**config.mk**
```make
export PLATFORM = sky130hd
export DESIGN_NAME = jsg_core
export DESIGN_NICKNAME = d
export VERILOG_FILES = /design/src/jsg_core.v /design/src/jsg_ramp.v
export VERILOG_INCLUDE_DIRS = /design/src
export SDC_FILE = /design/constraint.sdc
export NUM_CORES = 2
export LEC_CHECK = 0
export BUFFER_PORTS_ARGS = -buffer_cell sky130_fd_sc_hd__buf_4
export CORE_MARGIN = 5
export CORE_UTILIZATION = 25
export CTS_CLUSTER_DIAMETER = 40
export DETAILED_ROUTE_END_ITERATION = 6
export GPL_TIMING_DRIVEN = 0
export PLACE_DENSITY_LB_ADDON = 0.12
export SLEW_MARGIN = 20
export SYNTH_ARGS = -nofsm -noshare
export SYNTH_HDL_FRONTEND = slang
export SYNTH_SLANG_ARGS = --single-unit
```
**constraint.sdc**
```tcl
create_clock -name i_clk -period 42 [get_ports i_clk]
set_clock_uncertainty 0.1 [all_clocks]
set_input_delay 10.5 -clock i_clk [delete_from_list [all_inputs] [get_ports i_clk]]
set_output_delay 10.5 -clock i_clk [all_outputs]
set_load 0.02 [all_outputs]
```
**src/jsg_consts.vh**
```
`ifndef JSG_CONSTS_VH
`define JSG_CONSTS_VH
// register byte offsets
`define JSG_OFS_CMD 8'h00
`define JSG_OFS_CFG 8'h04
`define JSG_OFS_GAIN 8'h08
`define JSG_OFS_STAT 8'h0C
`define JSG_OFS_VEL 8'h10
`define JSG_OFS_REPLY 8'h14
`define JSG_OFS_QCOST 8'h18
`define JSG_OFS_SAVED 8'h1C
// command opcodes, cmd register bits 3:0
`define JSG_OP_JOG 4'h1
`define JSG_OP_STOP 4'h2
`define JSG_OP_STOP_ALL 4'h3
`define JSG_OP_KILL 4'h4
`define JSG_OP_HOLD_OFF 4'h5
`define JSG_OP_SET_GAIN 4'h6
`define JSG_OP_REPORT 4'h7
`define JSG_OP_SAVE 4'h8
// gain selectors, cmd bits 7:6
`define JSG_G_KA 2'h0
`define JSG_G_KB 2'h1
`define JSG_G_KD 2'h2
`define JSG_G_KF 2'h3
// cfg fields
`define JSG_CFG_LIMEN 0
`define JSG_CFG_PWRAUTO 1
`define JSG_CFG_ENCSERVO 2
`define JSG_CFG_THRMOVE 3
`define JSG_CFG_RAMP_LO 4
`define JSG_CFG_MODE_LO 6
// ramp types
`define JSG_RAMP_LIN 2'h0
`define JSG_RAMP_PAR 2'h1
`define JSG_RAMP_SC 2'h2
// axis modes
`define JSG_MODE_SINGLE 2'h0
`define JSG_MODE_MULTI 2'h1
`define JSG_MODE_CONTOUR 2'h2
// queue costs
`define JSG_Q_JOG 8'h04
`define JSG_Q_ONE 8'h01
`define JSG_Q_LIN 8'h08
`define JSG_Q_PAR 8'h0A
`define JSG_Q_SC 8'h71
`define JSG_Q_GAIN 8'h02
// gain limits and defaults, fixed point x100 except kf
`define JSG_GAIN_MAX 32'h0031_FF9C
`define JSG_KB_MAX 32'h0000_03E8
`define JSG_KF_MAX 32'h0000_7FFF
`define JSG_KA_DEF 32'h0000_0000
`define JSG_KB_DEF 32'h0000_0000
`define JSG_KD_DEF 32'h0000_07D0
`define JSG_KF_DEF 32'h0000_0000
`define JSG_VEL_MAX 32'h000F_EE1F
// ascii
`define JSG_LF 8'h0A
`define JSG_ASC_K 8'h6B
`define JSG_ASC_A 8'h61
`define JSG_ASC_B 8'h62
`define JSG_ASC_D 8'h64
`define JSG_ASC_F 8'h66
`endif

```
**src/jsg_core.v**
```verilog
`timescale 1ns/10ps
`include "jsg_consts.vh"
// Operation
// - jog ramps at set accel, self-starting
// - jog runs until stop, kill, hold, limit
// - new jog retargets; reversal ramps through zero
// - jog overwrites stored move velocity
// - waiting events release at jog speed
// - jog costs four, plus mode extras
// - after threshold move add ramp-type cost
// - accel feedforward gain held and applied
// - reports immediate: two letters, low byte of value, LF
// - loop output clamped to +/- output bound, none while bound is zero
// - derivative gain default twenty, bounded
// - friction offset integer, default zero
// - save command copies gains for readback
module jsg_core #(
    parameter VW = 32
) (
    input wire i_clk,
    input wire i_rst_n,
    input wire [7:0] s_axi_awaddr,
    input wire s_axi_awvalid,
    output wire s_axi_awready,
    input wire [31:0] s_axi_wdata,
    input wire [3:0] s_axi_wstrb,
    input wire s_axi_wvalid,
    output wire s_axi_wready,
    output reg [1:0] s_axi_bresp,
    output reg s_axi_bvalid,
    input wire s_axi_bready,
    input wire [7:0] s_axi_araddr,
    input wire s_axi_arvalid,
    output wire s_axi_arready,
    output reg [31:0] s_axi_rdata,
    output reg [1:0] s_axi_rresp,
    output reg s_axi_rvalid,
    input wire s_axi_rready,
    input wire i_limit_hit,
    input wire signed [31:0] i_loop_out,
    input wire [31:0] i_accel_cmd,
    output wire signed [VW-1:0] o_velocity,
    output reg signed [31:0] o_dac_out,
    output wire [31:0] o_ff_term,
    output reg o_event_release,
    output wire o_jogging
);
    reg aw_have_r, w_have_r;
    reg [7:0] aw_addr_r;
    reg [31:0] w_data_r;
    reg [31:0] cfg_r, gain_arg_r, vel_r, reply_r, qcost_r, stat_err_r;
    reg [31:0] ka_r, kb_r, kd_r, kf_r;
    reg [31:0] ka_sv_r, kb_sv_r, kd_sv_r, kf_sv_r;
    reg [31:0] move_vel_r;
    reg signed [VW-1:0] jog_tgt_r;
    reg run_r, at_speed_d_r;
    wire at_speed;
    wire [63:0] ff_full;
    wire wr_go;
    wire [3:0] op;
    wire [1:0] gsel;
    wire [1:0] mode;
    reg [7:0] jog_cost;
    reg [31:0] gsel_val;
    reg [31:0] gsel_sv;
    reg gain_ok;

    // upper-limit lookup for gain ranges
    function [31:0] gain_limit;
        input [1:0] sel;
        begin
            case (sel)
                `JSG_G_KB: gain_limit = `JSG_KB_MAX;
                `JSG_G_KF: gain_limit = `JSG_KF_MAX;
                default: gain_limit = `JSG_GAIN_MAX;
            endcase
        end
    endfunction

    ////////////////////////////////////////////////////////////////////
    // axi-lite write: address and data in either order
    assign s_axi_awready = !aw_have_r && !s_axi_bvalid;
    assign s_axi_wready = !w_have_r && !s_axi_bvalid;
    assign wr_go = aw_have_r && w_have_r && !s_axi_bvalid;
    assign op = w_data_r[3:0];
    assign gsel = w_data_r[7:6];
    assign mode = cfg_r[`JSG_CFG_MODE_LO+1:`JSG_CFG_MODE_LO];

    always @(posedge i_clk or negedge i_rst_n) begin
        if (!i_rst_n) begin
            aw_have_r <= 1'b0;
            w_have_r <= 1'b0;
            aw_addr_r <= 8'h00;
            w_data_r <= 32'h0000_0000;
            s_axi_bvalid <= 1'b0;
            s_axi_bresp <= 2'b00;
        end else begin
            if (s_axi_awvalid && s_axi_awready) begin
                aw_have_r <= 1'b1;
                aw_addr_r <= s_axi_awaddr;
            end
            if (s_axi_wvalid && s_axi_wready) begin
                w_have_r <= 1'b1;
                w_data_r <= s_axi_wdata;
            end
            if (wr_go) begin
                aw_have_r <= 1'b0;
                w_have_r <= 1'b0;
                s_axi_bvalid <= 1'b1;
                // writes to offsets other than cmd, cfg, gain, vel answer slverr; refused commands answer okay
                case (aw_addr_r)
                    `JSG_OFS_CMD: s_axi_bresp <= 2'b00;
                    `JSG_OFS_CFG, `JSG_OFS_GAIN, `JSG_OFS_VEL:
                        s_axi_bresp <= 2'b00;
                    default: s_axi_bresp <= 2'b10;
                endcase
            end else if (s_axi_bvalid && s_axi_bready) begin
                s_axi_bvalid <= 1'b0;
            end
        end
    end

    ////////////////////////////////////////////////////////////////////
    // queue cost of a jog, by mode flags and prior move type
    always @* begin
        jog_cost = `JSG_Q_JOG;
        if (cfg_r[`JSG_CFG_PWRAUTO])
            jog_cost = jog_cost + `JSG_Q_ONE;
        if (cfg_r[`JSG_CFG_ENCSERVO])
            jog_cost = jog_cost + `JSG_Q_ONE;
        if (cfg_r[`JSG_CFG_THRMOVE]) begin
            case (cfg_r[`JSG_CFG_RAMP_LO+1:`JSG_CFG_RAMP_LO])
                `JSG_RAMP_LIN: jog_cost = jog_cost + `JSG_Q_LIN;
                `JSG_RAMP_PAR: jog_cost = jog_cost + `JSG_Q_PAR;
                `JSG_RAMP_SC: jog_cost = jog_cost + `JSG_Q_SC;
                default: jog_cost = jog_cost;
            endcase
        end
        gain_ok = (mode == `JSG_MODE_SINGLE) &&
            (gain_arg_r <= gain_limit(gsel));
        // the output bound is open at both ends: zero and the max refuse
        if (gsel == `JSG_G_KB &&
            (gain_arg_r == 32'h0000_0000 || gain_arg_r == `JSG_KB_MAX))
            gain_ok = 1'b0;
        case (gsel)
            `JSG_G_KA: gsel_val = ka_r;
            `JSG_G_KB: gsel_val = kb_r;
            `JSG_G_KD: gsel_val = kd_r;
            default: gsel_val = kf_r;
        endcase
        // saved copy of the selected gain, for readback
        case (gsel)
            `JSG_G_KA: gsel_sv = ka_sv_r;
            `JSG_G_KB: gsel_sv = kb_sv_r;
            `JSG_G_KD: gsel_sv = kd_sv_r;
            default: gsel_sv = kf_sv_r;
        endcase
    end

    ////////////////////////////////////////////////////////////////////
    // register file and command execution
    always @(posedge i_clk or negedge i_rst_n) begin
        if (!i_rst_n) begin
            cfg_r <= 32'h0000_0000;
            gain_arg_r <= 32'h0000_0000;
            vel_r <= 32'h0000_0000;
            reply_r <= 32'h0000_0000;
            qcost_r <= 32'h0000_0000;
            stat_err_r <= 32'h0000_0000;
            ka_r <= `JSG_KA_DEF;
            kb_r <= `JSG_KB_DEF;
            kd_r <= `JSG_KD_DEF;
            kf_r <= `JSG_KF_DEF;
            ka_sv_r <= `JSG_KA_DEF;
            kb_sv_r <= `JSG_KB_DEF;
            kd_sv_r <= `JSG_KD_DEF;
            kf_sv_r <= `JSG_KF_DEF;
            move_vel_r <= 32'h0000_0000;
            jog_tgt_r <= {VW{1'b0}};
            run_r <= 1'b0;
        end else begin
            // limit only ends the jog while checking is enabled
            if (run_r && i_limit_hit && cfg_r[`JSG_CFG_LIMEN])
                run_r <= 1'b0;
            if (wr_go) begin
                case (aw_addr_r)
                    `JSG_OFS_CFG: cfg_r <= w_data_r;
                    `JSG_OFS_GAIN: gain_arg_r <= w_data_r;
                    `JSG_OFS_VEL: vel_r <= w_data_r;
                    `JSG_OFS_CMD: begin
                        stat_err_r <= 32'h0000_0000;
                        case (op)
                            `JSG_OP_JOG: begin
                                if (mode == `JSG_MODE_CONTOUR) begin
                                    stat_err_r <= 32'h0000_0001;
                                end else begin
                                    // host keeps velocity in range
                                    jog_tgt_r <= vel_r[VW-1:0];
                                    move_vel_r <= vel_r;
                                    run_r <= 1'b1;
                                    qcost_r <= {24'h00_0000, jog_cost};
                                end
                            end
                            `JSG_OP_STOP, `JSG_OP_STOP_ALL,
                            `JSG_OP_KILL, `JSG_OP_HOLD_OFF:
                                run_r <= 1'b0;
                            `JSG_OP_SET_GAIN: begin
                                if (gain_ok) begin
                                    qcost_r <= {24'h00_0000, `JSG_Q_GAIN};
                                    case (gsel)
                                        `JSG_G_KA: ka_r <= gain_arg_r;
                                        `JSG_G_KB: kb_r <= gain_arg_r;
                                        `JSG_G_KD: kd_r <= gain_arg_r;
                                        default: kf_r <= gain_arg_r;
                                    endcase
                                end else begin
                                    stat_err_r <= 32'h0000_0001;
                                end
                            end
                            `JSG_OP_REPORT: // immediate, no queue
                                reply_r <= {`JSG_ASC_K,
                                    (gsel == `JSG_G_KA) ? `JSG_ASC_A :
                                    (gsel == `JSG_G_KB) ? `JSG_ASC_B :
                                    (gsel == `JSG_G_KD) ? `JSG_ASC_D :
                                    `JSG_ASC_F,
                                    gsel_val[7:0], `JSG_LF};
                            `JSG_OP_SAVE: begin
                                ka_sv_r <= ka_r;
                                kb_sv_r <= kb_r;
                                kd_sv_r <= kd_r;
                                kf_sv_r <= kf_r;
                            end
                            default: stat_err_r <= 32'h0000_0001;
                        endcase
                    end
                    default: stat_err_r <= stat_err_r;
                endcase
            end
        end
    end

    ////////////////////////////////////////////////////////////////////
    // axi-lite read, one cycle after the address is taken
    assign s_axi_arready = !s_axi_rvalid;
    always @(posedge i_clk or negedge i_rst_n) begin
        if (!i_rst_n) begin
            s_axi_rvalid <= 1'b0;
            s_axi_rdata <= 32'h0000_0000;
            s_axi_rresp <= 2'b00;
        end else if (s_axi_arvalid && s_axi_arready) begin
            s_axi_rvalid <= 1'b1;
            s_axi_rresp <= 2'b00;
            case (s_axi_araddr)
                `JSG_OFS_CMD: s_axi_rdata <= move_vel_r;
                `JSG_OFS_CFG: s_axi_rdata <= cfg_r;
                `JSG_OFS_GAIN: s_axi_rdata <= gsel_val;
                `JSG_OFS_STAT: s_axi_rdata <= {29'h0000_0000,
                    stat_err_r[0], at_speed, run_r};
                `JSG_OFS_VEL: s_axi_rdata <= o_velocity;
                `JSG_OFS_REPLY: s_axi_rdata <= reply_r;
                `JSG_OFS_QCOST: s_axi_rdata <= qcost_r;
                `JSG_OFS_SAVED: s_axi_rdata <= gsel_sv;
                default: begin
                    s_axi_rdata <= 32'h0000_0000;
                    s_axi_rresp <= 2'b10;
                end
            endcase
        end else if (s_axi_rready) begin
            s_axi_rvalid <= 1'b0;
        end
    end

    ////////////////////////////////////////////////////////////////////
    // velocity ramp; kill zeroes at once
    jsg_ramp #(.VW(VW)) u_ramp (
        .i_clk(i_clk),
        .i_rst_n(i_rst_n),
        .i_run(run_r),
        .i_target(jog_tgt_r),
        .i_accel(i_accel_cmd),
        .i_kill(wr_go && aw_addr_r == `JSG_OFS_CMD && op == `JSG_OP_KILL),
        .o_vel(o_velocity),
        .o_at_speed(at_speed)
    );
    assign o_jogging = run_r;

    // release waiting events once target speed is first reached
    always @(posedge i_clk or negedge i_rst_n) begin
        if (!i_rst_n) begin
            at_speed_d_r <= 1'b0;
            o_event_release <= 1'b0;
        end else begin
            at_speed_d_r <= at_speed;
            o_event_release <= at_speed && !at_speed_d_r;
        end
    end

    // feedforward term scales the commanded acceleration; only the low
    // word leaves the block, so large gains times large rates wrap
    assign ff_full = ka_r * i_accel_cmd;
    assign o_ff_term = ff_full[31:0];

    // output bound, x100 units; zero bound means no clamp
    always @(posedge i_clk or negedge i_rst_n) begin
        if (!i_rst_n)
            o_dac_out <= 32'h0000_0000;
        else if (kb_r != 32'h0000_0000 && i_loop_out > $signed(kb_r))
            o_dac_out <= $signed(kb_r);
        else if (kb_r != 32'h0000_0000 && i_loop_out < -$signed(kb_r))
            o_dac_out <= -$signed(kb_r);
        else
            o_dac_out <= i_loop_out;
    end
endmodule // jsg_core

```
**src/jsg_ramp.v**
```verilog
`timescale 1ns/10ps
`include "jsg_consts.vh"
// velocity ramp: slews toward target, through zero on reversal
module jsg_ramp #(
    parameter VW = 32
) (
    input wire i_clk,
    input wire i_rst_n,
    input wire i_run,
    input wire signed [VW-1:0] i_target,
    input wire [VW-1:0] i_accel,
    input wire i_kill,
    output reg signed [VW-1:0] o_vel,
    output wire o_at_speed
);
    reg signed [VW-1:0] goal;
    reg signed [VW-1:0] diff;
    reg signed [VW-1:0] step;
    ////////////////////////////////////////////////////////////////////
    // on sign change the goal is zero first, so the axis stops then
    // backs up
    always @* begin
        goal = i_run ? i_target : {VW{1'b0}};
        if (o_vel != {VW{1'b0}} && goal != {VW{1'b0}} &&
            (o_vel[VW-1] != goal[VW-1]))
            goal = {VW{1'b0}};
        diff = goal - o_vel;
        step = $signed(i_accel);
        if (step == {VW{1'b0}})
            step = {{(VW-1){1'b0}}, 1'b1}; // zero accel would never arrive
    end

    always @(posedge i_clk or negedge i_rst_n) begin
        if (!i_rst_n) begin
            o_vel <= {VW{1'b0}};
        end else if (i_kill) begin
            o_vel <= {VW{1'b0}}; // kill drops pulses without a ramp
        end else if (diff > step) begin
            o_vel <= o_vel + step;
        end else if (diff < -step) begin
            o_vel <= o_vel - step;
        end else begin
            o_vel <= goal;
        end
    end

    assign o_at_speed = i_run && (o_vel == i_target);
endmodule // jsg_ramp

```
[After elaboration in Yosys (flattened, before gate mapping)]
Index checks and enable logic that the tools add are counted.
Cells by class
  $add $sub $neg: 9
  multiply operators: 1
  order comparisons: 5
  equality and inequality tests: 29
  multiplexer cells: 41
  bitwise gates (word level): 2
  reduce and logical (&&, ||, !) cells: 58
Operators with widths (number)
  2-to-1 mux 32 bit: 10
  one-hot mux 32 bit (8 select lines): 1
  one-hot mux 32 bit (3 select lines): 2
  nonzero test 32 bit: 3
  greater-than comparator 32 bit: 2
  logical NOT 32 bit: 2
  < comparator 32 bit: 2
  negation 32 bit: 2
  one-hot mux 32 bit (2 select lines): 1
  subtractor 32 bit: 2
  one-hot mux 22 bit (2 select lines): 1
  == test 8 x 5 -> 1 bit (second input constant): 5
  adder 32 bit: 1
  == test 32 x 10 -> 1 bit (second input constant): 1
  == test 32 bit: 1
  <= comparator 32 bit: 1
  multiplier 32 x 32 -> 32 bit: 1
  AND reduction 5 bit: 5
  == test 8 x 4 -> 1 bit (second input constant): 3
  one-hot mux 8 bit (3 select lines): 1
  logical AND 1 bit: 20
  adder 8 x 4 -> 8 bit (second input constant): 2
  == test 4 x 3 -> 1 bit (second input constant): 4
  == test 8 x 3 -> 1 bit (second input constant): 2
  28 further kinds: 70
Storage, ports and cells
  register bits after elaboration: 583
  input bits: 124
  output and inout port bits: 139
  word-level logic and storage cells: 174

[Longest topological paths before layout]
  depth after elaboration: 10
  depth in mapped cells: 34
  mapped depth without buffers: 31

[Modules after synthesis]
A second synthesis with hierarchy kept.
Second synthesis, totals
  cell total of the unflattened synthesis: 5001
  area total of the unflattened synthesis: 49595.1 um^2
Modules (own cells, without submodules)
  jsg_core: times used 1, cells an instance 3726, area an instance 40329.9 um^2, seq. area each 12927.4 um^2
  jsg_ramp: times used 1, cells an instance 1275, area an instance 9265.1 um^2, seq. area each 800.8 um^2

[Worst setup path after synthesis]
No wires, ideal clock.
  kind: in2out
  start: input port i_accel_cmd[2]
  end: output port o_ff_term[30]
  arrival time: 17272 ps
  required time: 31400 ps
  path slack: 14128 ps
  stages on the path: 29
  path buffers: 2
  path through: clkbuf_1 > clkbuf_1 > nand2_1 > fa_1 > inv_1 > fa_1 > inv_1 > fa_1 > fa_1 > inv_1 > ha_1 > ha_1 > inv_1 > fa_1 > inv_1 > fa_1 > ha_1 > o21a_1 > o21a_1 > o211ai_1 > o21a_1 > o21a_1 > o32ai_1 > o41ai_1 > o211ai_1 > a31oi_1 > o21ai_0 > a21oi_1 > xnor2_1
On the way
  word-level cells in the longest chain between the ends: 1
Ends and longest elaborated chain
  start, declared: line jsg_core.v:41  | input wire [31:0] i_accel_cmd,
  multiplier 32 x 32 -> 32 bit: line jsg_core.v:300  | assign ff_full = ka_r * i_accel_cmd;
  end, declared: line jsg_core.v:44  | output wire [31:0] o_ff_term,
Every way passes these cells.

[Worst setup path after layout]
  start: input port i_accel_cmd[4]
  end: output port o_ff_term[30]
The elaborated chain is that of the path after synthesis.

==> out/results.txt <==
Outcome - finished, final reports clean
Full die area - 207,000 sq um
Clk buf depth - 3
Primary FF master, synth - dfrtp_1
Netlist cell types - 96
Number of max-cap violations - 0
Largest net degree at the start of global routing - 91
DR vias/cell - 4.83
Final period util - 71.8%
Setup Crit Path Kind - in2out
Top cell type by total area after synthesis - dfrtp_1
Chip height - 455 um
Number of synthesized flops with an enable pin - 0
Number of setup buffers added after CTS - 0
RSZ-0062 raised after global routing - no
Startpoint types - input port
Rel. slew slack - 16.1%
Tot GR Track Use - 20.1%
DP HPWL - 170,000 um
Layout cells sized above 1 - 16.9%
CP startpoint - i_accel_cmd[4]
Asr flop ratio synth - 100%
Most used cell along the critical path - fa_1
# fillers - 21,000
H-Tree Depth - 3
Hold buffers post-CTS - 0
Worst Hold Class - reg2reg
Worst slack at placement - 11.79 ns
CP max stage delay - 0.79 ns
Register Area - 13,700 sq um
Root Driver - clkbuf_16
Multi-input logic area - 32,200 sq um
Period minus WS final - 30.14 ns
Crit path required time - 31.40 ns
Synthesis Warnings - 0
Post-CTS Resized - 0
Initial core utilization - 25.1%
Final hold viol count - 0
Cells after Synth - 4,996
Final Instance Area - 57,800 sq um
Initial DRT Pass Iterations - 7
Slew Limit Fails - 0
CP Data Arrival Time - 19.54 ns
Global route overflow - 0
Fmax - 0.0332 GHz
IO Port Bufs - 247
Antenna viol nets, final - 0
Final cell count without fillers - 8,053
Via count - 38,900
Max rail drop VDD - 0.0000275 V
FF-to-FF path depth - 33
Post-Place Cell Area - 54,800 sq um
Sequential share of the synthesized area - 27.8%
Final WL - 212,000 um
Worst Tran Pin Value - 1.26 ns
TritonCTS clock tree - done
Slowest-stage cell, CP - o41ai_1
Power density cells - 41.3 nW/um^2
Routability congestion estimate from global placement - 0.878
Number of clock sinks - 548
CTS Buf Count - 82
CP Capture Point - o_ff_term[30]
Syn-to-layout area delta - 17.1%
Fin nets - 6,227
R2r setup slk - 32.06 ns
Placed cell count - 7,894
Die Wd - 455 um
Final setup violation count - 0
Reg2reg end - u_ramp.o_vel[5]
Mapped Area - 49,400 sq um
Clock latency on the worst-skew pair - 0.67 ns
WL per Instance - 26.3 um
Initial detailed-routing violation count - 2,656
Crit path max fanout - 10
Core area - 197,000 sq um
Crit end category - output pin
Largest cells by area after synthesis - dfrtp_1, fa_1, ha_1
Leakage - 27.2 nW
Number of cell rows - 163
Synthesized flop and latch total - 548
Syn_area_per_cell - 9.89 sq um
Global-route wire length before repair - 301,000 um
Vias in the first global route - 40,700
Initial antenna violation count - 13
Worst r2r src - u_ramp.o_vel[1]
Setup ws final - 11.86 ns
# IOs - 263
Setup TNS Final - 0 ns
Residual DRC count - 0
Worst-path clk slew - 0.06 ns
Synth top area share - 27.1%
[layout make-up]
type	instances	area share, %
Antenna cell	8	0.0346
Buffer	306	2.15
Clock buffer	95	3.67
Clock inverter	56	1.48
Inverter	618	4.01
Multi-Input combinational cell	3525	55.6
Sequential cell	548	23.7
Tap cell	2640	5.71
Timing Repair Buffer	257	3.60
[stage by stage]
stage | power (mW) | utilization, % | hold WS [ns]
final | 2.39 | 29.4 | 0.299
after global routing | 2.51 | 29.3 | 0.308
after CTS | 2.41 | 29.3 | 0.297
after detailed placement | 1.63 | 27.8 | 0.284
after global placement | 1.63 | 27.7 | 0.286
after floorplan | 1.25 | - | 0.278
[Yosys cell counts (all sizes together) (44+ instances only)]
cell type    n
a211oi      44
a21o        66
a21oi      143
a22oi       46
and2       274
clkbuf     271
dfrtp      536
fa         411
ha         354
inv        617
mux2       366
mux4        64
nand2      533
nand3       52
nand4       53
nor2       159
nor2b       57
nor3        67
nor4        47
o21ai      158
xnor2      165
xor2        66
[routing by layer]
layer | part of all wire, % | vias to the layer above | GRT usage (%)
met2 | 48 | 1093 | 34.2
met5 | 0.0095 | - | 0
met4 | 3.9 | 2 | 7.20
li1 | - | 17500 | -
met3 | 4.3 | 257 | 2.19
met1 | 44 | 20100 | 26.5
[sequential cells by signal, summed over array words and instances, names as in the netlist, 12 cells and up]
register and cells:
reply_r 12, kb_r 32, jog_tgt_r 32, gain_arg_r 32, kd_r 32, kf_r 32
o_dac_out 32, u_ramp.o_vel 32, vel_r 32, ka_sv_r 32, w_data_r 32, s_axi_rdata 32
kd_sv_r 32, cfg_r 32, kb_sv_r 32, ka_r 32, kf_sv_r 32
[kinds of logic (layout without fill, tap and decap cells)]
| kind of cell | after synthesis | after routing | synth area share (%) |
|---|---|---|---|
| mux | 439 | 439 | 11.4 |
| xor+xnor | 233 | 233 | 4.19 |
| buf+inv | 924 | 1332 | 7.16 |
| other cells | 1 | 10 | 0.00759 |
| flops | 548 | 548 | 27.8 |
| fa+ha+maj | 765 | 765 | 25.6 |
| compound gates | 731 | 731 | 10.1 |
| simple gates | 1355 | 1355 | 13.7 |
[critical path, delay by kind of cell]
kind / cells / cell delay (ns)
buf+inv: 9 / 1.74
fa+ha+maj: 9 / 3.91
simple gates: 1 / 0.14
xor+xnor: 1 / 0.14
compound gates: 11 / 3.10
[how the worst min path moves through the flow]
stage / from / to / slack (ns) / cells past startpoint
floorplan: at_speed_d_r / o_event_release / 0.28 / 1
global placement: at_speed_d_r / o_event_release / 0.29 / 1
detailed placement: at_speed_d_r / o_event_release / 0.28 / 1
CTS: at_speed_d_r / o_event_release / 0.30 / 1
global route: at_speed_d_r / o_event_release / 0.31 / 1
finish: at_speed_d_r / o_event_release / 0.30 / 1
[power by group]
group / internal, mW / leakage [nW] / switching, mW / total (mW)
Sequential: 0.590 / 7.36 / 0.147 / 0.737
Combinational: 0.339 / 18.4 / 0.562 / 0.902
Clock: 0.464 / 1.44 / 0.287 / 0.751
Total: 1.39 / 27.2 / 0.996 / 2.39
[cell usage in the layout (no fill, tap or decap), types with 52 or more instances in the layout]
master	netlist	routed
inv_1	617	617
dfrtp_1	536	536
nand2_1	533	533
fa_1	411	411
mux2_2	363	363
ha_1	354	354
and2_1	274	274
clkbuf_1	271	267
buf_4	3	251
xnor2_1	165	165
nor2_1	159	158
o21ai_0	155	155
a21oi_1	142	142
clkbuf_16	0	82
a21o_1	66	66
xor2_1	66	66
mux4_2	64	64
nor3_1	64	63
nor2b_1	57	57
nand3_1	52	52
nand4_1	52	52
Power figures use the tool's default switching activity.
